==> config.mk <==
export PLATFORM = sky130hd
export DESIGN_NAME = ric_ctrl
export DESIGN_NICKNAME = d
export VERILOG_FILES = /design/src/ric_pkg.sv /design/src/ric_ctrl.sv /design/src/ric_cycle_cnt.sv
export VERILOG_INCLUDE_DIRS = /design/src
export SDC_FILE = /design/constraint.sdc
export NUM_CORES = 1
export LEC_CHECK = 0
export BUFFER_PORTS_ARGS = -buffer_cell sky130_fd_sc_hd__clkbuf_2
export CAP_MARGIN = 30
export CORE_MARGIN = 5
export CORE_UTILIZATION = 47
export CTS_CLUSTER_DIAMETER = 80
export DETAILED_ROUTE_END_ITERATION = 8
export HOLD_SLACK_MARGIN = 0.12
export PLACE_DENSITY = 0.75
export SKIP_CTS_REPAIR_TIMING = 1
export SLEW_MARGIN = 20
export SYNTH_ARGS = -nofsm -noshare
export SYNTH_HDL_FRONTEND = slang
export SYNTH_SLANG_ARGS = --single-unit
==> constraint.sdc <==
create_clock -name ref_clk -period 2 [get_ports ref_clk]
set_clock_uncertainty 0.15 [all_clocks]
set_input_delay 0.3 -clock ref_clk [delete_from_list [all_inputs] [get_ports ref_clk]]
set_output_delay 0.3 -clock ref_clk [all_outputs]
set_load 0.02 [all_outputs]
==> src/ric_defines.svh <==
// Constants of the return instruction control block: widths, cycle counts, bit positions.
// Assumes a single instruction clock; one instruction cycle is one ref_clk period.
//
// Contract
// - Interrupt return pops the return stack and loads the program counter from it.
// - Interrupt return sets the global interrupt enable, bit 7 of the control register.
// - Interrupt return is one program word and finishes in two instruction cycles.
// - Literal return loads the working register with its eight-bit immediate.
// - Literal return loads the program counter from the stack top, two cycles.
// - Subroutine return pops the stack into the program counter, two cycles.
`ifndef RIC_DEFINES_SVH
`define RIC_DEFINES_SVH

`define RIC_PC_W 13
`define RIC_DATA_W 8
`define RIC_IRQ_ENABLE_BIT 7
`define RIC_RET_CYCLES 2
`define RIC_CNT_W 2
`define RIC_CLK_PERIOD_NS 20

`endif

==> src/ric_pkg.sv <==
// Types of the return instruction control block.
// Assumes ric_defines.svh is on the include path.
`include "ric_defines.svh"

package ric_pkg;

    typedef enum logic [1:0] {
        RIC_OP_NONE,
        RIC_OP_RETURN_SUB,
        RIC_OP_RETURN_FROM_IRQ,
        RIC_OP_RETURN_WITH_LITERAL
    } ric_op_t;

    typedef enum logic [1:0] {
        RIC_ST_IDLE,
        RIC_ST_EXEC,
        RIC_ST_FLUSH
    } ric_fsm_t;

    // Decoded instruction offered by the fetch stage
    typedef struct packed {
        logic valid;
        ric_op_t op;
        logic [`RIC_DATA_W-1:0] literal;
    } ric_req_t;

    // Effects issued to the core datapath
    typedef struct packed {
        logic stack_pop;
        logic pc_load;
        logic [`RIC_PC_W-1:0] pc_value;
        logic w_load;
        logic [`RIC_DATA_W-1:0] w_value;
        logic global_irq_enable_set;
        logic status_write;
    } ric_eff_t;

    typedef struct packed {
        ric_fsm_t fsm;
        logic busy;
        logic done;
        ric_op_t op;
        ric_eff_t eff;
    } ric_state_t;

    typedef struct packed {
        logic [`RIC_CNT_W-1:0] left;
    } ric_cnt_state_t;

endpackage

==> src/ric_ctrl.sv <==
// Execution control for the three return instructions of the core.
// Assumes the fetch stage holds req until it is taken while busy is low,
// and that the stack, program counter and working register live outside.
`timescale 1ns/1ps
`include "ric_defines.svh"

module ric_ctrl (
    input wire logic ref_clk,
    input wire logic resetn,
    input ric_pkg::ric_req_t req,
    input wire logic [`RIC_PC_W-1:0] stack_top,
    output logic busy,
    output logic done,
    output logic stack_pop,
    output logic pc_load,
    output logic [`RIC_PC_W-1:0] pc_value,
    output logic w_load,
    output logic [`RIC_DATA_W-1:0] w_value,
    output logic global_irq_enable_set,
    output logic [2:0] irq_control_bit,
    output logic status_write
);

    ric_pkg::ric_state_t s_q;
    ric_pkg::ric_state_t s_d;
    logic take;
    logic last_cycle;

    ////////////////////////////////////////////////////////////////////////////////
    // Cycle counting

    assign take = req.valid && !s_q.busy && (req.op != ric_pkg::RIC_OP_NONE);

    ric_cycle_cnt u_cnt (
        .ref_clk(ref_clk),
        .resetn(resetn),
        .start(take),
        .last(last_cycle)
    );

    ////////////////////////////////////////////////////////////////////////////////
    // Sequencer

    always_comb begin
        s_d = s_q;
        s_d.done = 1'b0;
        s_d.eff.stack_pop = 1'b0;
        s_d.eff.pc_load = 1'b0;
        s_d.eff.w_load = 1'b0;
        s_d.eff.global_irq_enable_set = 1'b0;
        s_d.eff.status_write = 1'b0;
        unique case (s_q.fsm)
            ric_pkg::RIC_ST_IDLE: begin
                if (take) begin
                    s_d.fsm = ric_pkg::RIC_ST_EXEC;
                    s_d.busy = 1'b1;
                    s_d.op = req.op;
                    // First cycle: pop and reload the program counter
                    s_d.eff.stack_pop = 1'b1;
                    s_d.eff.pc_load = 1'b1;
                    s_d.eff.pc_value = stack_top;
                    if (req.op == ric_pkg::RIC_OP_RETURN_WITH_LITERAL) begin
                        s_d.eff.w_load = 1'b1;
                        s_d.eff.w_value = req.literal;
                    end
                    if (req.op == ric_pkg::RIC_OP_RETURN_FROM_IRQ) begin
                        s_d.eff.global_irq_enable_set = 1'b1;
                    end
                end
            end
            ric_pkg::RIC_ST_EXEC: begin
                // Second cycle flushes the prefetched word
                s_d.fsm = ric_pkg::RIC_ST_FLUSH;
            end
            ric_pkg::RIC_ST_FLUSH: begin
                if (last_cycle) begin
                    s_d.fsm = ric_pkg::RIC_ST_IDLE;
                    s_d.busy = 1'b0;
                    s_d.done = 1'b1;
                    s_d.op = ric_pkg::RIC_OP_NONE;
                end
            end
            default: begin
                s_d.fsm = ric_pkg::RIC_ST_IDLE;
                s_d.busy = 1'b0;
            end
        endcase
    end

    always_ff @(posedge ref_clk or negedge resetn) begin
        if (!resetn) begin
            s_q <= '0;
        end else begin
            s_q <= s_d;
        end
    end

    assign busy = s_q.busy;
    assign done = s_q.done;
    assign stack_pop = s_q.eff.stack_pop;
    assign pc_load = s_q.eff.pc_load;
    assign pc_value = s_q.eff.pc_value;
    assign w_load = s_q.eff.w_load;
    assign w_value = s_q.eff.w_value;
    assign global_irq_enable_set = s_q.eff.global_irq_enable_set;
    assign irq_control_bit = 3'(`RIC_IRQ_ENABLE_BIT);
    assign status_write = s_q.eff.status_write;

    ////////////////////////////////////////////////////////////////////////////////
    // Checks

    a_pop_loads_pc: assert property (@(posedge ref_clk) disable iff (!resetn)
        take |=> stack_pop && pc_load && pc_value == $past(stack_top))
        else $error("return did not pop stack into program counter");

    a_irq_enable_on: assert property (@(posedge ref_clk) disable iff (!resetn)
        take |=> global_irq_enable_set == ($past(req.op) == ric_pkg::RIC_OP_RETURN_FROM_IRQ))
        else $error("interrupt enable set mismatch");

    a_irq_two_cycles: assert property (@(posedge ref_clk) disable iff (!resetn)
        take && req.op == ric_pkg::RIC_OP_RETURN_FROM_IRQ |=> busy [*2] ##1 (done && !busy))
        else $error("interrupt return not two cycles");

    a_literal_to_w: assert property (@(posedge ref_clk) disable iff (!resetn)
        take |=> (w_load == ($past(req.op) == ric_pkg::RIC_OP_RETURN_WITH_LITERAL))
            && (!w_load || w_value == $past(req.literal)))
        else $error("literal return working register mismatch");

    a_literal_two_cycles: assert property (@(posedge ref_clk) disable iff (!resetn)
        take && req.op == ric_pkg::RIC_OP_RETURN_WITH_LITERAL |-> ##3 $rose(done))
        else $error("literal return not two cycles");

    a_sub_ret_cycles: assert property (@(posedge ref_clk) disable iff (!resetn)
        take && req.op == ric_pkg::RIC_OP_RETURN_SUB |=> pc_load ##1 (!pc_load && busy) ##1 done)
        else $error("subroutine return sequence wrong");

    a_single_pop: assert property (@(posedge ref_clk) disable iff (!resetn)
        stack_pop |=> !stack_pop [*2])
        else $error("stack popped twice for one return");

    a_no_status: assert property (@(posedge ref_clk) disable iff (!resetn)
        busy || done |-> !status_write)
        else $error("return touched status flags");

    ////////////////////////////////////////////////////////////////////////////////
    // Checks on the effects of a return

    a_pop_from_take: assert property (@(posedge ref_clk) disable iff (!resetn)
        stack_pop |-> $past(take))
        else $error("stack popped without a taken return");

    a_idle_quiet: assert property (@(posedge ref_clk) disable iff (!resetn)
        !busy |-> !stack_pop && !pc_load && !w_load && !global_irq_enable_set)
        else $error("return effect outside a return");

    a_pc_value_holds: assert property (@(posedge ref_clk) disable iff (!resetn)
        !pc_load |-> $stable(pc_value))
        else $error("program counter value changed without a load");

    a_none_ignored: assert property (@(posedge ref_clk) disable iff (!resetn)
        !busy && req.valid && req.op == ric_pkg::RIC_OP_NONE |=> !busy)
        else $error("empty request started a return");

    a_enable_only_irq: assert property (@(posedge ref_clk) disable iff (!resetn)
        global_irq_enable_set |->
            $past(take) && $past(req.op) == ric_pkg::RIC_OP_RETURN_FROM_IRQ)
        else $error("interrupt enable set by another return");

    a_w_value_holds: assert property (@(posedge ref_clk) disable iff (!resetn)
        !w_load |-> $stable(w_value))
        else $error("working register value changed without a load");

    a_w_only_literal: assert property (@(posedge ref_clk) disable iff (!resetn)
        w_load |->
            $past(take) && $past(req.op) == ric_pkg::RIC_OP_RETURN_WITH_LITERAL)
        else $error("working register loaded by another return");

    a_literal_pc_top: assert property (@(posedge ref_clk) disable iff (!resetn)
        take && req.op == ric_pkg::RIC_OP_RETURN_WITH_LITERAL |=>
            busy && pc_value == $past(stack_top))
        else $error("literal return did not reload program counter");

    a_sub_keeps_w: assert property (@(posedge ref_clk) disable iff (!resetn)
        take && req.op == ric_pkg::RIC_OP_RETURN_SUB |=> !w_load && !global_irq_enable_set)
        else $error("subroutine return touched working register or enable");

    ////////////////////////////////////////////////////////////////////////////////
    // Checks on the cycle count

    a_take_starts_busy: assert property (@(posedge ref_clk) disable iff (!resetn)
        take |=> busy && !done)
        else $error("taken return did not raise busy");

    a_busy_two_cycles: assert property (@(posedge ref_clk) disable iff (!resetn)
        $rose(busy) |=> busy ##1 !busy)
        else $error("busy did not last two cycles");

    a_no_take_busy: assert property (@(posedge ref_clk) disable iff (!resetn)
        busy |=> !stack_pop)
        else $error("request taken while busy");

    a_flush_no_effect: assert property (@(posedge ref_clk) disable iff (!resetn)
        $past(busy) && busy |-> !stack_pop && !pc_load)
        else $error("second cycle of a return had an effect");

    a_last_in_flush: assert property (@(posedge ref_clk) disable iff (!resetn)
        last_cycle |-> s_q.fsm == ric_pkg::RIC_ST_FLUSH)
        else $error("cycle counter out of step with sequencer");

    a_flush_one_cycle: assert property (@(posedge ref_clk) disable iff (!resetn)
        s_q.fsm == ric_pkg::RIC_ST_FLUSH |=> s_q.fsm == ric_pkg::RIC_ST_IDLE)
        else $error("flush cycle did not end the return");

    a_done_ends_busy: assert property (@(posedge ref_clk) disable iff (!resetn)
        done |-> !busy && $past(busy))
        else $error("done not at the end of busy");

    a_done_after_two: assert property (@(posedge ref_clk) disable iff (!resetn)
        done |-> $past(busy, 2) && $past(busy))
        else $error("done without two busy cycles");

    a_done_one_cycle: assert property (@(posedge ref_clk) disable iff (!resetn)
        done |=> !done)
        else $error("done longer than one cycle");

endmodule // ric_ctrl

==> src/ric_cycle_cnt.sv <==
// Instruction cycle counter: counts down the cycles of a multi-cycle instruction.
// Assumes start is only pulsed while the count is idle.
`timescale 1ns/1ps
`include "ric_defines.svh"

module ric_cycle_cnt #(
    parameter logic [`RIC_CNT_W-1:0] CYCLES = `RIC_CNT_W'(`RIC_RET_CYCLES)
) (
    input wire logic ref_clk,
    input wire logic resetn,
    input wire logic start,
    output logic last
);

    ric_pkg::ric_cnt_state_t s_q;
    ric_pkg::ric_cnt_state_t s_d;

    always_comb begin
        s_d = s_q;
        if (start) begin
            s_d.left = CYCLES;
        end else if (s_q.left != '0) begin
            s_d.left = s_q.left - `RIC_CNT_W'(1);
        end
    end

    always_ff @(posedge ref_clk or negedge resetn) begin
        if (!resetn) begin
            s_q <= '0;
        end else begin
            s_q <= s_d;
        end
    end

    // High during the final instruction cycle
    assign last = (s_q.left == `RIC_CNT_W'(1));

endmodule // ric_cycle_cnt

* Word level (Yosys, flattened, before mapping)
Index checks and enable logic that the tools add are counted.
Word-level totals: register bits after elaboration 31, input bits 26, output and inout bits 31, logic and storage cells 41
Operators by class: add/subtract/negate cells 1, equal/unequal tests 7, mux-type cells 11, bitwise logic cells 1, reductions and logical operators 11
Operators with widths (number):
- $mux W25 | 2
- $mux W9 | 1
- $eq A2 B2 Y1 const B | 3
- $mux W6 | 1
- $pmux W2 S3 | 1
- $reduce_and A3 Y1 | 2
- $reduce_bool A2 Y1 | 3
- $eq A2 B1 Y1 const B | 2
- $mux W2 | 2
- $ne A2 B2 Y1 const B | 2
- $reduce_and A2 Y1 | 2
- $mux W3 | 1
- $pmux W1 S3 | 1
- $logic_and A1 B1 Y1 | 2
- $logic_not A2 Y1 | 1
- $mux W1 | 2
- $sub A2 B1 Y2 const B | 1
- $logic_not A1 Y1 | 1
- $not A1 Y1 | 1

* Depth between registers and ports, before layout
word-level depth 5, gate-level depth with buffers 4, gate-level depth less buffers 4

* By module
A second synthesis with hierarchy kept.
Unflattened totals: cell total of the unflattened synthesis 107, area, all modules 1416.4 um^2
By module, submodules not included:
- ric_ctrl | times used 1, cells an instance 96, area an instance 1301.2 um^2, seq. area each 700.7 um^2
- ric_cycle_cnt | times used 1, cells an instance 11, area an instance 115.1 um^2, seq. area each 50.0 um^2

* Worst setup path before layout
No wires, ideal clock.
kind flip-flop to flip-flop, from register s_q, in the netlist busy, to register s_q, in the netlist pc_value[0], setup time 125 ps, arrival 1554 ps, data required time 1725 ps, setup slack 171 ps, stages on the path, launching flop included 5, path buffers 1, clock period less this slack 1829 ps, cells stage by stage dfrtp_1 -> nand2b_4 -> nor4_4 -> buf_6 -> mux2_2
On the way: cells in the longest elaborated chain, start to end 4
Ends and longest elaborated chain:
- start: declaration | line ric_ctrl.sv:24 | ric_pkg::ric_state_t s_q;
- start signal: assignment | line ric_ctrl.sv:92 | s_q <= '0;
- start signal: assignment | line ric_ctrl.sv:94 | s_q <= s_d;
- $logic_not A1 Y1 | line ric_ctrl.sv:32 | assign take = req.valid && !s_q.busy && (req.op != ric_pkg::RIC_OP_NONE);
- $logic_and A1 B1 Y1 (2 in series) | line ric_ctrl.sv:32
- $reduce_and A2 Y1 (no line)
Every way passes these cells. A chain may end at the register's enable or synchronous reset.

* Final worst setup path
from input req[8] in the netlist's numbering, to register s_q, in the netlist w_value[1]
On the way: cells in the longest elaborated chain, start to end 3, elaborated cells on any way between the ends 4, classes of those cells eq/ne (1); reduce/logical (3)
Ends and longest elaborated chain:
- start: declaration | line ric_ctrl.sv:10 | input ric_pkg::ric_req_t req,
- $reduce_bool A2 Y1 | line ric_ctrl.sv:32
- $logic_and A1 B1 Y1 | line ric_ctrl.sv:32
- $reduce_and A3 Y1 (no line) (*)
Mark *: on every way between the ends. The rest lies on a longest branch, timed or not.

==> qor.txt <==
ys async rst share = 1.00
CP startpoint kind = input pin
core box area = 2810 sq um
H-tree depth = 2
Fillers = 222
area leader, netlist = dfrtp_1
R2R setup slack = 240 ps
DRT iter0 DRCs = 12
Worst slew margin = 0.512
Gate Count Post-Synth = 103
Routed WL = 2770 um
count leader, synth = dfrtp_1
Worst Setup EP = w_value[1]
vias in the first global route = 884
Clock transition at path regs = 80 ps
CTS Buf Count = 5
synth warn = 0
share of the synthesized area in the top cell type = 0.541
Worst Hold Launch = req[10]
DR DRC count = 0
Compound-Gate Fraction of Synth Area = 0.0189
CTS tree = done
min cycle time layout = 1870 ps
worst slew pin tran = 732 ps
clk_lat worst skew = 330 ps
vias = 903
Hold Fails Final Rpt = 0
largest net degree at the start of global routing = 31
1st-pass router iterations = 3
HP Class = input pin to register
maxcap violations = 0
GRT overflow = 0
setup TNS = 0 ps
synth top area cells = dfrtp_1, mux2_2, buf_4, nor4_4, ha_1
count of nets after finishing = 190
Antenna Cells = 0
worst hold margin = 147 ps
final std cells w/o fill = 194
final period utilization = 0.935
layout cells sized above 1 = 0.528
GR peak layer = met2
largest family of logic cells by synthesized area = multiplexers
met1 Use GR = 0.138
synthesis-to-finish area growth = 29.1%
sequential share of the synthesized area = 0.541
Final ANT Viol Nets = 0
Reg2Reg Launch Point = s_q[31]
R2R depth = 2
critical path class = input pin to register
crit path DAT = 1930 ps
status = finished clean
first-pass GRT wire length = 4130 um
Placed Cells = 162
maximum fanout along the worst path = 9
Die Y = 64.4 um
Avg Vias per Cell = 4.65
Crit path largest cell delay = 520 ps
Fmax = 535 MHz
Reg2Reg Capture Point = w_value[1]
Root Driver = clkbuf_4
Die Area = 4140 sq um
Port-buffer cells = 52
WL/cell = 14.3 um
gr usage total = 0.134
worst setup path start = req[8]
top cells by count, synth = dfrtp_1, buf_4, mux2_2
io pins = 57
design area = 1790 sq um
Leakage = 0.907 nW
Area after DPL = 1490 sq um
# rows = 19
Post-synth EDFFs = 0
cell breakdown of the critical path = dlygate4sd3_1, clkbuf_2, nand2_1, nor4_4, mux2_2
post-synthesis mux area share = 0.170
initial antenna violation count = 0
die width = 64.4 um
clock sinks = 30
Setup violations, final = 0
synthesized area = 1390 sq um
GPL Wtd Cong = 0.725
CP Capture Type = register
met3 Usage GRT = 0.0630
Synth Flop Type = dfrtp_1
synthesized-area fraction occupied by adder cells = 0.0180
Synth Area in Simple Gates = 0.0757
Starting Density = 0.495
post-DP HPWL = 1940 um
Yosys reg bits = 30
synth unique cells = 19
CP Data Required Time = 2060 ps
mean post-synth cell area = 13.5 sq um
Post-Synth XOR/XNOR Area = 0.00631
total power draw = 2.51 mW
Clock Path Buffers = 2
Critical Path Slowest Stage Cell = dlygate4sd3_1
fin. max-slew vios = 0
PD cells = 1400 nW/um^2
RSZ-0062 raised after global routing = no
GR Util met2 = 0.228
VDD IR max = 715 uV
-- state kept, by name, summed over array words and instances (netlist names) --
name                   count
busy                       1
done                       1
global_irq_enable_set      1
pc_load                    1
pc_value                  13
s_q                        2
u_cnt.s_q                  2
w_load                     1
w_value                    8
-- cells by family after synthesis --
kind of cell	Yosys count
and+or+nand+nor	12
muxes	21
AOI/OAI and AO/OA	4
xor gates and xnor gates	1
buffers and inverters	31
other	2
DFF	30
adders and majority gates	2
-- worst max-delay path, delay by kind of cell --
kind / cells / cell delay, ps
AND/OR/NAND/NOR: 2 / 590
multiplexers: 1 / 400
buffers and inverters: 2 / 640
-- layout by cell type, fill, tap and decap left out, types with 2 or more instances in the layout --
cell	netlist	layout
conb_1	2	4
dfrtp_1	30	30
ha_1	2	2
clkbuf_4	0	5
clkbuf_2	0	52
mux2_2	21	21
inv_1	3	3
o21ai_0	2	2
nand2_1	2	2
buf_4	26	2
nor4_4	2	2
dlygate4sd3_1	0	24
nor2_1	3	3
-- worst min-delay path by stage --
| stage | cells past startpoint | slack, ps | to |
|---|---|---|---|
| floorplan | 0 | -150 | busy |
| global placement | 1 | 220 | w_value[2] |
| detailed placement | 1 | 250 | w_value[3] |
| CTS | 1 | -120 | s_q[31] |
| global route | 3 | 130 | s_q[30] |
| finish | 3 | 150 | s_q[30] |
-- stage by stage --
| stage | utilization | setup slack (ps) |
|---|---|---|
| after floorplan | - | 171 |
| after global placement | 0.532 | 310 |
| after detailed placement | 0.532 | 244 |
| after CTS | 0.554 | 225 |
| after global routing | 0.639 | 43.3 |
| final | 0.639 | 130 |
-- where the power goes --
group          total (mW)  switching, mW  internal, mW
clock network       0.371          0.201         0.170
logic                1.09          0.604         0.486
registers            1.05          0.170         0.877
-- routing by layer --
layer,up-vias,wire (um)
li1,430,-
met1,426,1040
met2,41,1460
met3,6,217
met4,0,53
met5,-,0
-- cell type report --
class	instances	area [sq um]	area share
timing repair buffer	78	515	0.288
inverter	3	11.3	0.00628
multi-input combinational	44	417	0.232
clock inverter	1	5.00	0.00279
clock buffer	7	55.1	0.0307
sequential	30	751	0.419
tap	31	38.8	0.0216
Note: power is estimated with default switching activity, not from simulation.
